[src/rtl/hafb_pkg.sv]
// Package with the frame layout constants, timing constants and parser states of the host API frame builder.
package hafb_pkg;
    localparam logic [7:0]  DELIM          = 8'h7E;
    localparam logic [7:0]  TYPE_TX4       = 8'h20;
    localparam logic [7:0]  TYPE_SEND      = 8'h28;
    localparam logic [7:0]  TYPE_DRSP      = 8'h2A;
    localparam logic [7:0]  TYPE_DREQ      = 8'hB9;
    localparam logic [7:0]  CSUM_BASE      = 8'hFF;
    localparam logic [15:0] OFS_TYPE       = 16'h0003;
    localparam logic [15:0] OFS_FID        = 16'h0004;
    localparam logic [15:0] OFS_SRC_HI     = 16'h000B;
    localparam logic [15:0] OFS_SRC_LO     = 16'h000C;
    localparam logic [15:0] OFS_PROTO      = 16'h000D;
    localparam logic [15:0] OFS_TXOPT      = 16'h000E;
    localparam logic [15:0] OFS_TX4_DATA   = 16'h000F;
    localparam logic [15:0] OFS_PLEN       = 16'h0005;
    localparam logic [15:0] OFS_PATH       = 16'h0006;
    localparam logic [15:0] OFS_REQID      = 16'h0005;
    localparam logic [15:0] OFS_RSVD       = 16'h0006;
    localparam logic [15:0] OFS_DR_DATA    = 16'h0007;
    localparam logic [15:0] MAX_PAYLOAD_QUERY_SIZE = 16'h0570;
    localparam logic [15:0] TX4_EXTRA      = 16'h0008;
    localparam logic [15:0] TX4_MAX_DATA   = MAX_PAYLOAD_QUERY_SIZE + TX4_EXTRA;
    localparam logic [15:0] TX4_LEN_MAX    = OFS_TX4_DATA - OFS_TYPE + TX4_MAX_DATA;
    localparam logic [7:0]  PROTO_UDP      = 8'h00;
    localparam logic [7:0]  PROTO_TCP      = 8'h01;
    localparam int unsigned TXOPT_CLOSE    = 1;
    localparam logic [7:0]  TXOPT_RSVD     = 8'hFD;
    localparam logic [7:0]  CTYPE_MAX      = 8'h10;
    localparam logic [7:0]  MODE_MAX       = 8'h03;
    localparam logic [1:0]  MODE_OVERWRITE = 2'h0;
    localparam logic [1:0]  MODE_ARCHIVE   = 2'h1;
    localparam logic [1:0]  MODE_APPEND    = 2'h2;
    localparam logic [1:0]  MODE_TRANSIENT = 2'h3;
    localparam int unsigned CLK_HZ         = 40000000;
    localparam int unsigned DRSP_TIMEOUT_MS = 5000;
    localparam int unsigned DRSP_TIMEOUT_CYC = (CLK_HZ / 1000) * DRSP_TIMEOUT_MS;
    localparam int unsigned TIMER_W        = 28;
    typedef enum logic [2:0] {
        S_IDLE,
        S_LEN_HI,
        S_LEN_LO,
        S_BODY,
        S_CSUM
    } hafb_state_t;
endpackage

[src/rtl/hafb_frame_rx.sv]
// Device-side receiver and checker for host API frames on a byte stream.
`timescale 1ns/1ps
`default_nettype none
module hafb_frame_rx #(
    parameter int unsigned TIMEOUT_CYC = hafb_pkg::DRSP_TIMEOUT_CYC
) (
    input  wire logic        clk_sys_i,
    input  wire logic        rstn_i,
    input  wire logic        in_valid_i,
    input  wire logic [7:0]  in_byte_i,
    input  wire logic        dev_req_i,
    input  wire logic [7:0]  dev_req_id_i,
    output logic             done_o,
    output logic             good_o,
    output logic [7:0]       type_o,
    output logic [7:0]       fid_o,
    output logic             status_wanted_o,
    output logic             tx4_tcp_o,
    output logic             tx4_close_o,
    output logic [15:0]      tx4_srcport_o,
    output logic             tx4_too_long_o,
    output logic             opt_err_o,
    output logic [1:0]       sd_mode_o,
    output logic             sd_ctype_err_o,
    output logic             dr_mismatch_o,
    output logic             dr_unexpected_o,
    output logic             dr_timeout_o,
    output logic             data_valid_o,
    output logic [7:0]       data_o
);
    hafb_pkg::hafb_state_t state_r;
    logic [15:0] len_r;
    logic [15:0] idx_r;
    logic [7:0]  type_r;
    logic [7:0]  fid_r;
    logic [15:0] src_r;
    logic        tcp_r;
    logic [7:0]  txopt_r;
    logic [7:0]  plen_r;
    logic [7:0]  ctlen_r;
    logic [7:0]  mode_byte_r;
    logic [7:0]  reqid_r;
    logic        rsvd_err_r;
    logic        pending_r;
    logic [7:0]  exp_id_r;
    logic [hafb_pkg::TIMER_W-1:0] timer_r;
    logic [7:0]  csum_expect;
    logic        take;
    logic        last_body;
    logic        known_type;
    logic        csum_ok;
    logic        dr_accept;
    logic [15:0] ctl_ofs;
    logic [15:0] opt_ofs;
    logic [15:0] data_start;

    assign take       = in_valid_i;
    assign last_body  = (idx_r == len_r + 16'h0002);
    assign known_type = (type_r == hafb_pkg::TYPE_TX4) || (type_r == hafb_pkg::TYPE_SEND) ||
                        (type_r == hafb_pkg::TYPE_DRSP);
    assign csum_ok    = (in_byte_i == csum_expect);
    assign ctl_ofs    = hafb_pkg::OFS_PATH + {8'h00, plen_r};
    assign opt_ofs    = ctl_ofs + {8'h00, ctlen_r} + 16'h0002;
    assign dr_accept  = (state_r == hafb_pkg::S_CSUM) && take && csum_ok &&
                        (type_r == hafb_pkg::TYPE_DRSP) && pending_r && (reqid_r == exp_id_r);

    // Payload start differs per frame type; unknown types carry no payload.
    always_comb begin
        case (type_r)
            hafb_pkg::TYPE_TX4:  data_start = hafb_pkg::OFS_TX4_DATA;
            hafb_pkg::TYPE_SEND: data_start = opt_ofs + 16'h0001;
            hafb_pkg::TYPE_DRSP: data_start = hafb_pkg::OFS_DR_DATA;
            default:             data_start = 16'hFFFF;
        endcase
    end

    hafb_csum u_csum (
        .clk_sys_i (clk_sys_i),
        .rstn_i    (rstn_i),
        .clr_i     ((state_r == hafb_pkg::S_IDLE) && take),
        .add_i     ((state_r == hafb_pkg::S_BODY) && take),
        .byte_i    (in_byte_i),
        .expect_o  (csum_expect)
    );

    // Framing: a byte other than the delimiter while idle is dropped, which resynchronises after noise.
    always_ff @(posedge clk_sys_i or negedge rstn_i) begin
        if (!rstn_i) begin
            state_r <= hafb_pkg::S_IDLE;
            len_r   <= 16'h0000;
            idx_r   <= 16'h0000;
        end else if (take) begin
            case (state_r)
                hafb_pkg::S_IDLE: begin
                    if (in_byte_i == hafb_pkg::DELIM) state_r <= hafb_pkg::S_LEN_HI;
                end
                hafb_pkg::S_LEN_HI: begin
                    len_r[15:8] <= in_byte_i;
                    state_r     <= hafb_pkg::S_LEN_LO;
                end
                hafb_pkg::S_LEN_LO: begin
                    len_r[7:0] <= in_byte_i;
                    idx_r      <= hafb_pkg::OFS_TYPE;
                    if ({len_r[15:8], in_byte_i} == 16'h0000) begin
                        state_r <= hafb_pkg::S_CSUM;
                    end else begin
                        state_r <= hafb_pkg::S_BODY;
                    end
                end
                hafb_pkg::S_BODY: begin
                    idx_r <= idx_r + 16'h0001;
                    if (last_body) state_r <= hafb_pkg::S_CSUM;
                end
                hafb_pkg::S_CSUM: begin
                    state_r <= hafb_pkg::S_IDLE;
                end
                default: begin
                    state_r <= hafb_pkg::S_IDLE;
                end
            endcase
        end
    end

    // Header field capture by frame offset.
    always_ff @(posedge clk_sys_i or negedge rstn_i) begin
        if (!rstn_i) begin
            type_r      <= 8'h00;
            fid_r       <= 8'h00;
            src_r       <= 16'h0000;
            tcp_r       <= 1'b0;
            txopt_r     <= 8'h00;
            plen_r      <= 8'h00;
            ctlen_r     <= 8'h00;
            mode_byte_r <= 8'h00;
            reqid_r     <= 8'h00;
            rsvd_err_r  <= 1'b0;
        end else if (take && (state_r == hafb_pkg::S_LEN_LO)) begin
            type_r     <= 8'h00;
            rsvd_err_r <= 1'b0;
        end else if (take && (state_r == hafb_pkg::S_BODY)) begin
            if (idx_r == hafb_pkg::OFS_TYPE) type_r <= in_byte_i;
            if (idx_r == hafb_pkg::OFS_FID) fid_r <= in_byte_i;
            if (type_r == hafb_pkg::TYPE_TX4) begin
                if (idx_r == hafb_pkg::OFS_SRC_HI) src_r[15:8] <= in_byte_i;
                if (idx_r == hafb_pkg::OFS_SRC_LO) src_r[7:0] <= in_byte_i;
                if (idx_r == hafb_pkg::OFS_PROTO) tcp_r <= (in_byte_i == hafb_pkg::PROTO_TCP);
                if (idx_r == hafb_pkg::OFS_TXOPT) txopt_r <= in_byte_i;
            end
            if (type_r == hafb_pkg::TYPE_SEND) begin
                if (idx_r == hafb_pkg::OFS_PLEN) plen_r <= in_byte_i;
                if (idx_r == ctl_ofs) ctlen_r <= in_byte_i;
                if (idx_r == opt_ofs) mode_byte_r <= in_byte_i;
            end
            if (type_r == hafb_pkg::TYPE_DRSP) begin
                if (idx_r == hafb_pkg::OFS_REQID) reqid_r <= in_byte_i;
                if (idx_r == hafb_pkg::OFS_RSVD) rsvd_err_r <= (in_byte_i != 8'h00);
            end
        end
    end

    // Payload passes straight through; a bad checksum is only known afterwards at done_o.
    always_ff @(posedge clk_sys_i or negedge rstn_i) begin
        if (!rstn_i) begin
            data_valid_o <= 1'b0;
            data_o       <= 8'h00;
        end else begin
            data_valid_o <= take && (state_r == hafb_pkg::S_BODY) && (idx_r > hafb_pkg::OFS_TYPE) &&
                            (idx_r >= data_start);
            data_o       <= in_byte_i;
        end
    end

    // Frame verdict on the checksum byte.
    always_ff @(posedge clk_sys_i or negedge rstn_i) begin
        if (!rstn_i) begin
            done_o          <= 1'b0;
            good_o          <= 1'b0;
            type_o          <= 8'h00;
            fid_o           <= 8'h00;
            status_wanted_o <= 1'b0;
            tx4_tcp_o       <= 1'b0;
            tx4_close_o     <= 1'b0;
            tx4_srcport_o   <= 16'h0000;
            tx4_too_long_o  <= 1'b0;
            opt_err_o       <= 1'b0;
            sd_mode_o       <= hafb_pkg::MODE_OVERWRITE;
            sd_ctype_err_o  <= 1'b0;
            dr_mismatch_o   <= 1'b0;
            dr_unexpected_o <= 1'b0;
        end else begin
            done_o <= take && (state_r == hafb_pkg::S_CSUM);
            if (take && (state_r == hafb_pkg::S_CSUM)) begin
                good_o          <= csum_ok && known_type;
                type_o          <= type_r;
                fid_o           <= fid_r;
                status_wanted_o <= (fid_r != 8'h00);
                tx4_tcp_o       <= tcp_r;
                tx4_close_o     <= tcp_r && txopt_r[hafb_pkg::TXOPT_CLOSE];
                tx4_srcport_o   <= src_r;
                tx4_too_long_o  <= (type_r == hafb_pkg::TYPE_TX4) && (len_r > hafb_pkg::TX4_LEN_MAX);
                opt_err_o       <= ((type_r == hafb_pkg::TYPE_TX4) && ((txopt_r & hafb_pkg::TXOPT_RSVD) != 8'h00)) ||
                                   ((type_r == hafb_pkg::TYPE_SEND) && (mode_byte_r > hafb_pkg::MODE_MAX)) ||
                                   ((type_r == hafb_pkg::TYPE_DRSP) && rsvd_err_r);
                sd_mode_o       <= mode_byte_r[1:0];
                sd_ctype_err_o  <= (type_r == hafb_pkg::TYPE_SEND) && (ctlen_r > hafb_pkg::CTYPE_MAX);
                dr_mismatch_o   <= csum_ok && (type_r == hafb_pkg::TYPE_DRSP) && pending_r &&
                                   (reqid_r != exp_id_r);
                dr_unexpected_o <= csum_ok && (type_r == hafb_pkg::TYPE_DRSP) && !pending_r;
            end
        end
    end

    // Outstanding device request and its reply deadline; a new request wins over a reply in the same cycle.
    always_ff @(posedge clk_sys_i or negedge rstn_i) begin
        if (!rstn_i) begin
            pending_r    <= 1'b0;
            exp_id_r     <= 8'h00;
            timer_r      <= '0;
            dr_timeout_o <= 1'b0;
        end else begin
            dr_timeout_o <= 1'b0;
            if (dev_req_i) begin
                pending_r <= (dev_req_id_i != 8'h00);
                exp_id_r  <= dev_req_id_i;
                timer_r   <= TIMEOUT_CYC[hafb_pkg::TIMER_W-1:0];
            end else if (dr_accept) begin
                pending_r <= 1'b0;
            end else if (pending_r) begin
                if (timer_r <= 1) begin
                    pending_r    <= 1'b0;
                    dr_timeout_o <= 1'b1;
                end else begin
                    timer_r <= timer_r - 1'b1;
                end
            end
        end
    end
endmodule
`default_nettype wire

[src/rtl/hafb_csum.sv]
// Running checksum of the frame bytes from the type byte to the last payload byte.
`timescale 1ns/1ps
`default_nettype none
module hafb_csum (
    input  wire logic       clk_sys_i,
    input  wire logic       rstn_i,
    input  wire logic       clr_i,
    input  wire logic       add_i,
    input  wire logic [7:0] byte_i,
    output logic      [7:0] expect_o
);
    logic [7:0] sum_r;

    // Only the low eight bits matter, so the carry is dropped on purpose.
    always_ff @(posedge clk_sys_i or negedge rstn_i) begin
        if (!rstn_i) begin
            sum_r <= 8'h00;
        end else if (clr_i) begin
            sum_r <= 8'h00;
        end else if (add_i) begin
            sum_r <= sum_r + byte_i;
        end
    end

    assign expect_o = hafb_pkg::CSUM_BASE - sum_r;
endmodule
`default_nettype wire

[config.mk]
export PLATFORM = sky130hd
export DESIGN_NAME = hafb_frame_rx
export DESIGN_NICKNAME = d
export VERILOG_FILES = /design/src/rtl/hafb_pkg.sv /design/src/rtl/hafb_frame_rx.sv /design/src/rtl/hafb_csum.sv
export SDC_FILE = /design/constraint.sdc
export NUM_CORES = 1
export LEC_CHECK = 0
export BUFFER_PORTS_ARGS = -buffer_cell sky130_fd_sc_hd__buf_2
export CORE_MARGIN = 2
export CORE_UTILIZATION = 30
export DETAILED_ROUTE_END_ITERATION = 16
export PLACE_DENSITY = 0.57
export SETUP_SLACK_MARGIN = 0.5
export SLEW_MARGIN = 40
export SYNTH_ARGS = -nofsm -noshare
export SYNTH_HDL_FRONTEND = slang
export SYNTH_SLANG_ARGS = --single-unit
[constraint.sdc]
create_clock -name clk_sys_i -period 5.4 [get_ports clk_sys_i]
set_input_delay 0.81 -clock clk_sys_i [delete_from_list [all_inputs] [get_ports clk_sys_i]]
set_output_delay 0.81 -clock clk_sys_i [all_outputs]
set_load 0.02 [all_outputs]
Word-level counts from Yosys, hierarchy flattened
Cells that the tools add are included.
{ "word_totals": {"ff_bits": 208, "wordCells": 161} }
{ "op_classes": {"add_sub_neg": 9, "magnitude_cmp": 6, "eq_ne": 27, "mux": 27, "bitwise": 1, "n_reduce_logical": 55} }
{ "op_table": {"columns": ["cell", "n"], "rows": [
  ["28-bit 2-to-1 mux", 4],
  ["16-bit by 4-bit == test with 1-bit output, second input constant", 4],
  ["16-bit by 3-bit == test with 1-bit output, second input constant", 3],
  ["16-bit one-hot mux with 3 select lines", 1],
  ["8-bit 2-to-1 mux", 5],
  ["16-bit one-hot mux with 2 select lines", 1],
  ["4-bit AND reduction", 8],
  ["8-bit nonzero test", 4],
  ["28-bit by 1-bit <= comparator with 1-bit output, second input constant", 1],
  ["28-bit by 1-bit subtractor with 28-bit output, second input constant", 1],
  ["8-bit by 6-bit == test with 1-bit output, second input constant", 3],
  ["1-bit logical AND", 21],
  ["16-bit by 1-bit adder with 16-bit output, second input constant", 1],
  ["16-bit by 2-bit adder with 16-bit output, second input constant", 1],
  ["16-bit by 11-bit == test with 1-bit output", 1],
  ["16-bit == test", 1],
  ["16-bit by 2-bit == test with 1-bit output, second input constant", 1],
  ["16-bit by 9-bit == test with 1-bit output", 1],
  ["8-bit == test", 2],
  ["16-bit >= comparator", 1],
  ["16-bit by 11-bit greater-than comparator with 1-bit output, second input constant", 1],
  ["16-bit by 2-bit greater-than comparator with 1-bit output, second input constant", 1],
  ["16-bit logical NOT", 1],
  ["2-bit nonzero test", 7],
  ["other kinds (25)", 50]
]} }

Longest topological paths before layout
Gate-level depths: netlist (run 1).
{ "depth": {"depth_word": 8, "mapped_depth": 21} }

Modules after synthesis
Synthesis (run 1) repeated with hierarchy kept, for this count alone.
{ "unflattened": {"cells_unflattened": 1120, "area_unflattened_um2": 11352.1} }
{ "modules_own_cells": {"columns": ["module", "instances", "cells_each", "area_per_inst_um2"], "rows": [
  ["hafb_frame_rx", 1, 1047, 10666.5],
  ["hafb_csum", 1, 73, 685.7]
]} }

Worst setup path after synthesis (run 1)
OpenSTA, ideal clock, no wires.
{ "synth_path": {"path_type": "register -> register", "from": "register plen_r[1]", "to": "register data_valid_o", "arrival_time_ps": 3989, "required_ps": 5267, "slack_ps": 1278, "path_stages_with_launch": 22, "n_path_buf": 1, "synth_period_minus_slack_ps": 4122, "cell_sequence": "dfrtp_1 -> inv_1 -> ha_1 -> nand3b_1 -> xnor2_1 -> ha_1 -> ha_1 -> buf_2 -> o211ai_1 -> o21ai_0 -> a21oi_1 -> xnor2_1 -> nand4_1 -> xnor2_1 -> a21oi_1 -> ha_1 -> a21o_1 -> a21o_1 -> a21oi_1 -> nor2_1 -> o31ai_1 -> o21ai_0"} }
{ "synth_between": {"elab_chain_len": 7} }
{ "synth_lines": {"columns": ["item", "line", "source"], "rows": [
  ["from (decl)", "hafb_frame_rx.sv:39", "logic [7:0] plen_r;"],
  ["from (signal assigned)", "hafb_frame_rx.sv:150", "if (idx_r == hafb_pkg::OFS_PLEN) plen_r <= in_byte_i;"],
  ["3-bit by 8-bit adder with 9-bit output", "hafb_frame_rx.sv:62", "assign ctl_ofs = hafb_pkg::OFS_PATH + {8'h00, plen_r};"],
  ["9-bit by 8-bit adder with 10-bit output", "hafb_frame_rx.sv:63", "assign opt_ofs = ctl_ofs + {8'h00, ctlen_r} + 16'h0002;"],
  ["10-bit by 2-bit adder with 11-bit output", "hafb_frame_rx.sv:63", null],
  ["11-bit by 1-bit adder with 12-bit output", "hafb_frame_rx.sv:71", "hafb_pkg::TYPE_SEND: data_start = opt_ofs + 16'h0001;"],
  ["16-bit one-hot mux with 3 select lines", "hafb_frame_rx.sv:69", "case (type_r)"],
  ["16-bit >= comparator", "hafb_frame_rx.sv:168", "(idx_r >= data_start);"],
  ["1-bit logical AND", "hafb_frame_rx.sv:167", "data_valid_o <= take && (state_r == hafb_pkg::S_BODY) && (idx_r > hafb_pkg::OFS_TYPE) &&"],
  ["to (signal assigned)", "hafb_frame_rx.sv:167", null],
  ["to (decl)", "hafb_frame_rx.sv:28", "output logic data_valid_o,"]
]} }
Every way passes these cells.
A chain may end at the register's enable or synchronous reset.

Final worst setup path (run 1)
Ends and elaborated chain as after synthesis.

==> key figures, run 1 <==
Final layout
  – Reg area: around 5200 sq um
  – Most common cell after layout, fill and taps aside: dfrtp_1
  – Nets: around 1200
  – Area of the multi-input gates: between 5000 and 6000 sq um
  – Most frequent cells in the layout: 207 x dfrtp_1, 172 x nand2_1, 87 x mux2_2
  – Final Instance Area: about 13000 sq um
  – Share of cells above drive strength 1: around a fifth
  – Fill count: 3761
  – Area grow syn2layout: 14.6%

Clock network
  – TritonCTS clock tree: done
  – Post-CTS Setup Repair Bufs: 0
  – Reg clk slew, reported paths: around 60 ps
  – Worst skew pair latency: 520 ps
  – Clock sinks: approximately 210
  – H-tree levels: 1
  – Root buffer cell: clkbuf_16
  – Clock Path Buffers: 3
  – CTS Buf Count: 23

GRT
  – Pin count of the biggest net entering global routing: ~110
  – Vias in the first global route: approximately 8300
  – GRT Total Usage: 14.2%
  – First-pass GRT wire length: approximately 45 mm
  – Initial antenna violation count: 2
  – Global route overflow: 0

STA
  – Final clock skew: roughly 16 ps
  – Final worst-path cycle share: ~84%
  – RSZ-0062 raised after global routing: false
  – Max_slew headroom: 45.7%
  – Number of setup violations in the final report: 0
  – Smallest hold slack: 207 ps
  – Pins over their slew limit: 0
  – Worst setup margin: 876 ps
  – Worst slew pin tran: 810 ps
  – Max Fclk: 0.221 GHz
  – Final hold violations: 0
  – Minimum clock period after layout: 4520 ps
  – Setup TNS: 0 ps

Placed design
  – Post-DP HPWL: just under 20 mm
  – Dpl ws: around 730 ps
  – DP Area: approximately 12000 sq um
  – IO buf count: 73
  – GP Congestion: about 0.84

Logic synthesis
  – Post-synth top flop: dfrtp_1
  – Post-synth EDFFs: 0
  – Post-synthesis register bit count: 208
  – Synth async-reset ratio: 100%
  – Synth unique cells: between 70 and 80
  – Post-Syn Area: between 10000 and 15000 sq um
  – Syn. warnings: 0
  – Register area share after synthesis: a little under half
  – Post-Syn Instances: 1127
  – Syn avg cell area: 10.0 sq um
  – Post-synth net total: ~1200

Route
  – Vias/cell: roughly 5
  – Number of DRC markers in iteration 0: 395
  – Routed via count: between 8000 and 9000
  – Wire per inst: approximately 16 um
  – DR pass1 iterations: 5
  – WL final: 27.9 mm
  – DRT antenna net count: 0
  – Drt drc: 0

Floorplan
  – Die X: a little under 200 um
  – Die Height: around 200 um
  – DIE AREA: slightly below 40000 sq um
  – Core ar.: ~37000 sq um
  – Starting Density: between 30% and 40%
  – Ports: 74
  – Site row count: just over 70

Job
  – Max Cap Violations: 0

Critical path
  – CP endpoint kind: register
  – CP Max Fanout: 11
  – WP buf/inv: 1
  – Crit path kind: register to register
  – Critical Path AT: 4900 ps
  – Slowest CP cell: dfrtp_1
  – Cell repeated most along the worst path: ha_1
  – Kind of cell adding the most delay to the critical path: compound AO/OA/AOI/OAI gates
  – Startpoint types: register
  – Critical path's largest stage delay: between 400 and 500 ps
  – Cells along the critical path: inv_1, ha_1, nand3b_1, xnor2_1, ha_1, ha_1, a21o_1, a31o_2, a21oi_1, xnor2_1, nand4_1, xnor2_1, a21oi_1, ha_1, a21o_1, a21o_1, a21oi_1, nor2_1, o31ai_1, o21ai_0
  – Worst Path Required: about 5800 ps

Outcome
  – Status: completed

Power and ir drop
  – Leak Pwr: 6.09 nW
  – Pwr Density: around 400 nW/um^2
  – VDD IR max: 0.000213 V

Min path
  – Worst hold-check path type: input pin to asynchronous set/reset pin
-- worst register-to-register path: cells and delay by family, from the launching register on --
kind / cells / cell delay (ps)
buffers and inverters: 1 / 90
adders and majority gates: 4 / 1230
AOI/OAI and AO/OA: 9 / 1590
xor gates and xnor gates: 3 / 640
and+or+nand+nor: 3 / 420
DFF: 1 / 440
-- metrics by stage --
stage | power, mW | std cells | util (%)
after global routing | 5.39 | 1699 | 34.6
after CTS | 5.11 | 1698 | 34.5
final | 5.07 | 1700 | 34.6
after detailed placement | 3.52 | 1658 | 32.5
after floorplan | 3.14 | 1127 | -
after global placement | 3.48 | 1658 | 32.5
-- kinds of logic after synthesis --
logic type | Yosys count | synth area share, %
AND/OR/NAND/NOR | 440 | 19.7
flip-flops | 208 | 46.1
AO/OA/AOI/OAI | 161 | 9.35
XOR/XNOR | 98 | 7.59
multiplexers | 89 | 8.85
buffers and inverters | 81 | 2.81
adder cells (fa/ha/maj) | 50 | 5.67
-- layer usage --
layer	track usage, %	share of wire (%)	vias up	wire (um)
li1	-	-	4079	-
met1	20.5	50	4196	13800
met2	22.8	45	165	12500
met3	1.69	3.9	30	1080
met4	2.87	1.5	0	413
met5	0	0	-	0
-- where the power goes --
part / switching (mW) / internal (mW)
combinational: 0.730 / 0.613
sequential: 0.357 / 1.80
clock: 0.640 / 0.934
total: 1.73 / 3.35
-- sequential cells by signal, summed over array words and instances (netlist names), 2 cells and up --
name and count:
ctlen_r 8, data_o 8, exp_id_r 8, fid_o 8, fid_r 8, idx_r 16
len_r 16, mode_byte_r 8, plen_r 8, reqid_r 8, sd_mode_o 2, src_r 16
state_r 3, timer_r 28, tx4_srcport_o 16, txopt_r 8, type_o 8, type_r 8
u_csum.sum_r 8
-- layout make-up --
cell class	instances	share of cell area, %
Timing Repair Buffer	79	3.50
Tap cell	511	4.93
Antenna cell	1	0.0193
Inverter	23	0.676
Clock buffer	29	4.92
Sequential cell	208	40.2
Clock inverter	11	0.946
Multi-Input combinational cell	838	44.8
-- synth_stat cells (4+ instances only) --
cell type,instances,area [sq um]
xnor2_1,55,482
nor3_1,34,170
xor2_1,43,377
o21ai_0,39,195
or3_1,14,87.6
or3b_2,4,35.0
ha_1,48,601
mux2_2,87,980
dfrtp_1,208,5200
a211oi_1,8,60.1
a21o_1,13,97.6
a31oi_1,9,56.3
nor2b_1,9,56.3
and4_1,4,35.0
a22o_1,18,158
or4_1,10,75.1
nor3b_1,4,30.0
a21oi_1,37,185
nand2_1,172,646
nor2_1,65,244
nand2b_1,12,75.1
buf_2,7,35.0
clkbuf_1,46,173
nand4_1,18,113
inv_1,22,82.6
or2_2,8,50.1
nor4_1,23,144
and3_1,15,93.8
o31ai_1,5,37.5
nand3_1,23,115
-- path summary, 6_finish.rpt --
path	start	end	slack, ps	cells after the start
setup / recovery	plen_r[1]	data_valid_o	880	20
hold / removal	rstn_i	tx4_srcport_o[4]	210	1
setup reg to reg	plen_r[1]	data_valid_o	880	20
hold reg to reg	mode_byte_r[0]	sd_mode_o[0]	470	2
max in group asynchronous	rstn_i	reqid_r[2]	4200	2
min in group clk_sys_i	mode_byte_r[0]	sd_mode_o[0]	470	2
-- timing repair --
| item | CTS | global route |
|---|---|---|
| setup endpoints to repair | 0 | 1 |
| resized for setup | 0 | 5 |
| endpoints found under the hold margin | 0 | 0 |
| hold buffers | 0 | 0 |
(Power assumes the default switching activity.)
==> run 2: changes to the inputs <==
--- a/config.mk
+++ b/config.mk
@@ -9,7 +9,7 @@
 export CORE_MARGIN = 2
 export CORE_UTILIZATION = 30
 export DETAILED_ROUTE_END_ITERATION = 16
-export PLACE_DENSITY = 0.57
+export PLACE_DENSITY = 0.59
 export SETUP_SLACK_MARGIN = 0.5
 export SLEW_MARGIN = 40
 export SYNTH_ARGS = -nofsm -noshare
==> constraint.sdc (replaced) <==
create_clock -name clk_sys_i -period 3.8 [get_ports clk_sys_i]
set_input_delay 0.57 -clock clk_sys_i [delete_from_list [all_inputs] [get_ports clk_sys_i]]
set_output_delay 0.57 -clock clk_sys_i [all_outputs]
set_load 0.02 [all_outputs]
==> run 2 against run 1 <==
Effect of this change: the run now ends with negative setup slack left; sequential share of layout area fell by 2.4 points; sequential power rose by 39%; combinational power grew 51%; total power grew 45%; non-clock buffer count is 70 higher; die area unchanged; clock skew increased by 9.1 ps; first-iteration DRC count rose by 19%.
==> key figures, run 2 (synthesis results as in run 1) <==
Route
  – DR pass1 iterations: 7
  – Wire per inst: ~16 um
  – Vias/cell: a little under 5
  – WL final: just under 30 mm
  – Routed via count: 8735
  – Number of DRC markers in iteration 0: about 470
  – DRT antenna net count: 0
  – Drt drc: 0

GRT
  – GRT Total Usage: between 10 and 15%
  – Global route overflow: 0
  – Pin count of the biggest net entering global routing: between 100 and 150
  – Initial antenna violation count: 1
  – First-pass GRT wire length: 46.3 mm
  – Vias in the first global route: 8599

Outcome
  – Status: finished with violations
  – Failing checks: negative setup slack

Critical path
  – Crit path kind: register to register
  – CP endpoint kind: register
  – CP Max Fanout: 6
  – R2r setup slk: -150 ps
  – Critical Path AT: roughly 4400 ps
  – Startpoint types: register
  – Worst Path Required: about 4200 ps

STA
  – Smallest hold slack: roughly 44 ps
  – Worst setup margin: -151 ps
  – Max Fclk: between 0.2 and 0.3 GHz
  – Worst slew pin tran: 759 ps
  – Setup TNS: -151 ps
  – Max_slew headroom: around half
  – Final hold violations: 0
  – Number of setup violations in the final report: 1
  – Final worst-path cycle share: 104%
  – Minimum clock period after layout: about 4000 ps
  – Pins over their slew limit: 0
  – Final clock skew: around 26 ps
  – RSZ-0062 raised after global routing: true

Power and ir drop
  – Power Total: 7.38 mW
  – Pwr Density: around 540 nW/um^2
  – Leak Pwr: roughly 6.5 nW
  – VDD IR max: ~0.00036 V

Clock network
  – CTS Buf Count: 22
  – Root buffer cell: clkbuf_16
  – Clock Path Buffers: 3
  – Worst skew pair latency: between 500 and 600 ps
  – Clock sinks: approximately 210
  – TritonCTS clock tree: done
  – Reg clk slew, reported paths: about 60 ps
  – H-tree levels: 1

Placed design
  – DP Area: about 13000 sq um
  – Placed Instances: 1717
  – GP Congestion: about 0.83
  – IO buf count: 73
  – Post-DP HPWL: just over 20 mm
  – Dpl ws: -250 ps

Final layout
  – Reg with most FFs: timer_r
  – Max reg flops: 28
  – Core Util, Final: roughly 37%
  – Most frequent cells in the layout: 208 x dfrtp_1, 172 x nand2_1, 79 x mux2_2
  – Fill count: 3724
  – Area grow syn2layout: 21.9%
  – Share of cells above drive strength 1: around a quarter
  – Final Instance Area: roughly 14000 sq um
  – Most common cell after layout, fill and taps aside: dfrtp_1
  – Fin cells: around 1800
  – Nets: approximately 1300

Floorplan
  – DIE AREA: about 39000 sq um
  – Site row count: between 70 and 80
  – Starting Density: 30.2%
  – Core ar.: around 37000 sq um
  – Ports: 74
  – Die X: 198 um
  – Die Height: 198 um

Min path
  – Worst hold-check path type: input pin to asynchronous set/reset pin

Job
  – Max Cap Violations: 0
[run 2: changes by cell type in the layout (fill, tap and decap cells not counted), moves of 4 or more]
| cell | change |
|---|---|
| o21ai_0 | -4 |
| buf_4 | +68 |
| clkinv_2 | -4 |
| mux2_4 | +8 |
| ha_4 | +8 |
| mux2_2 | -8 |
| ha_1 | -9 |
[run 2: layout make-up]
cell class                      instances  area [sq um]  share of cell area (%)
Inverter                               23          88.8                   0.645
Antenna cell                            1          2.50                  0.0182
Timing Repair Buffer                  149           988                    7.17
Clock inverter                         10           169                    1.23
Tap cell                              511           639                    4.64
Multi-Input combinational cell        838          6050                    43.9
Clock buffer                           30           631                    4.58
Sequential cell                       208          5200                    37.8
[run 2: path summary, 6_finish.rpt]
kind | start | to | cells past startpoint
max in group asynchronous | rstn_i | u_csum.sum_r[1] | 2
hold reg to reg | src_r[13] | tx4_srcport_o[13] | 2
setup reg to reg | plen_r[1] | data_valid_o | 20
hold / removal | rstn_i | timer_r[16] | 1
setup / recovery | plen_r[1] | data_valid_o | 20
min in group clk_sys_i | in_byte_i[3] | data_o[3] | 1
[run 2: report_power, final]
group          total [mW]  internal (mW)  switching, mW
clock network        2.36           1.44          0.919
logic                2.02          0.910           1.11
registers            3.00           2.56          0.443
[run 2: metal layers]
| metal | vias to the layer above | wire, um | global-route usage (%) |
|---|---|---|---|
| met5 | - | 0 | 0 |
| met4 | 0 | 565 | 3.48 |
| met3 | 38 | 1430 | 2.21 |
| met2 | 202 | 13000 | 23.4 |
| met1 | 4273 | 13800 | 20.7 |
| li1 | 4222 | - | - |
[run 2: critical path, cell delays in order, from the launching register on]
cell       delay [ps]
dfrtp_1           390
inv_2              60
ha_4              160
nand3b_1          190
xnor2_2           160
ha_1              310
ha_4              330
inv_4              40
or3_4             380
o21ai_2           130
o2bb2ai_2         150
nand4_1           130
xnor2_1           190
a21oi_1            90
ha_1              350
a21o_1            170
a21o_1            160
a21oi_2           110
nor2_1             50
o31ai_1           190
o21ai_1           110
[run 2: what timing repair did]
| action | 4_1_cts | 5_1_grt |
|---|---|---|
| setup buffers | 8 | 4 |
| hold buffers | 0 | 0 |
| pin swaps | 19 | 10 |
| endpoints found under the hold margin | 0 | 0 |
| setup endpoints to repair | 9 | 9 |
| gates resized for setup | 16 | 9 |
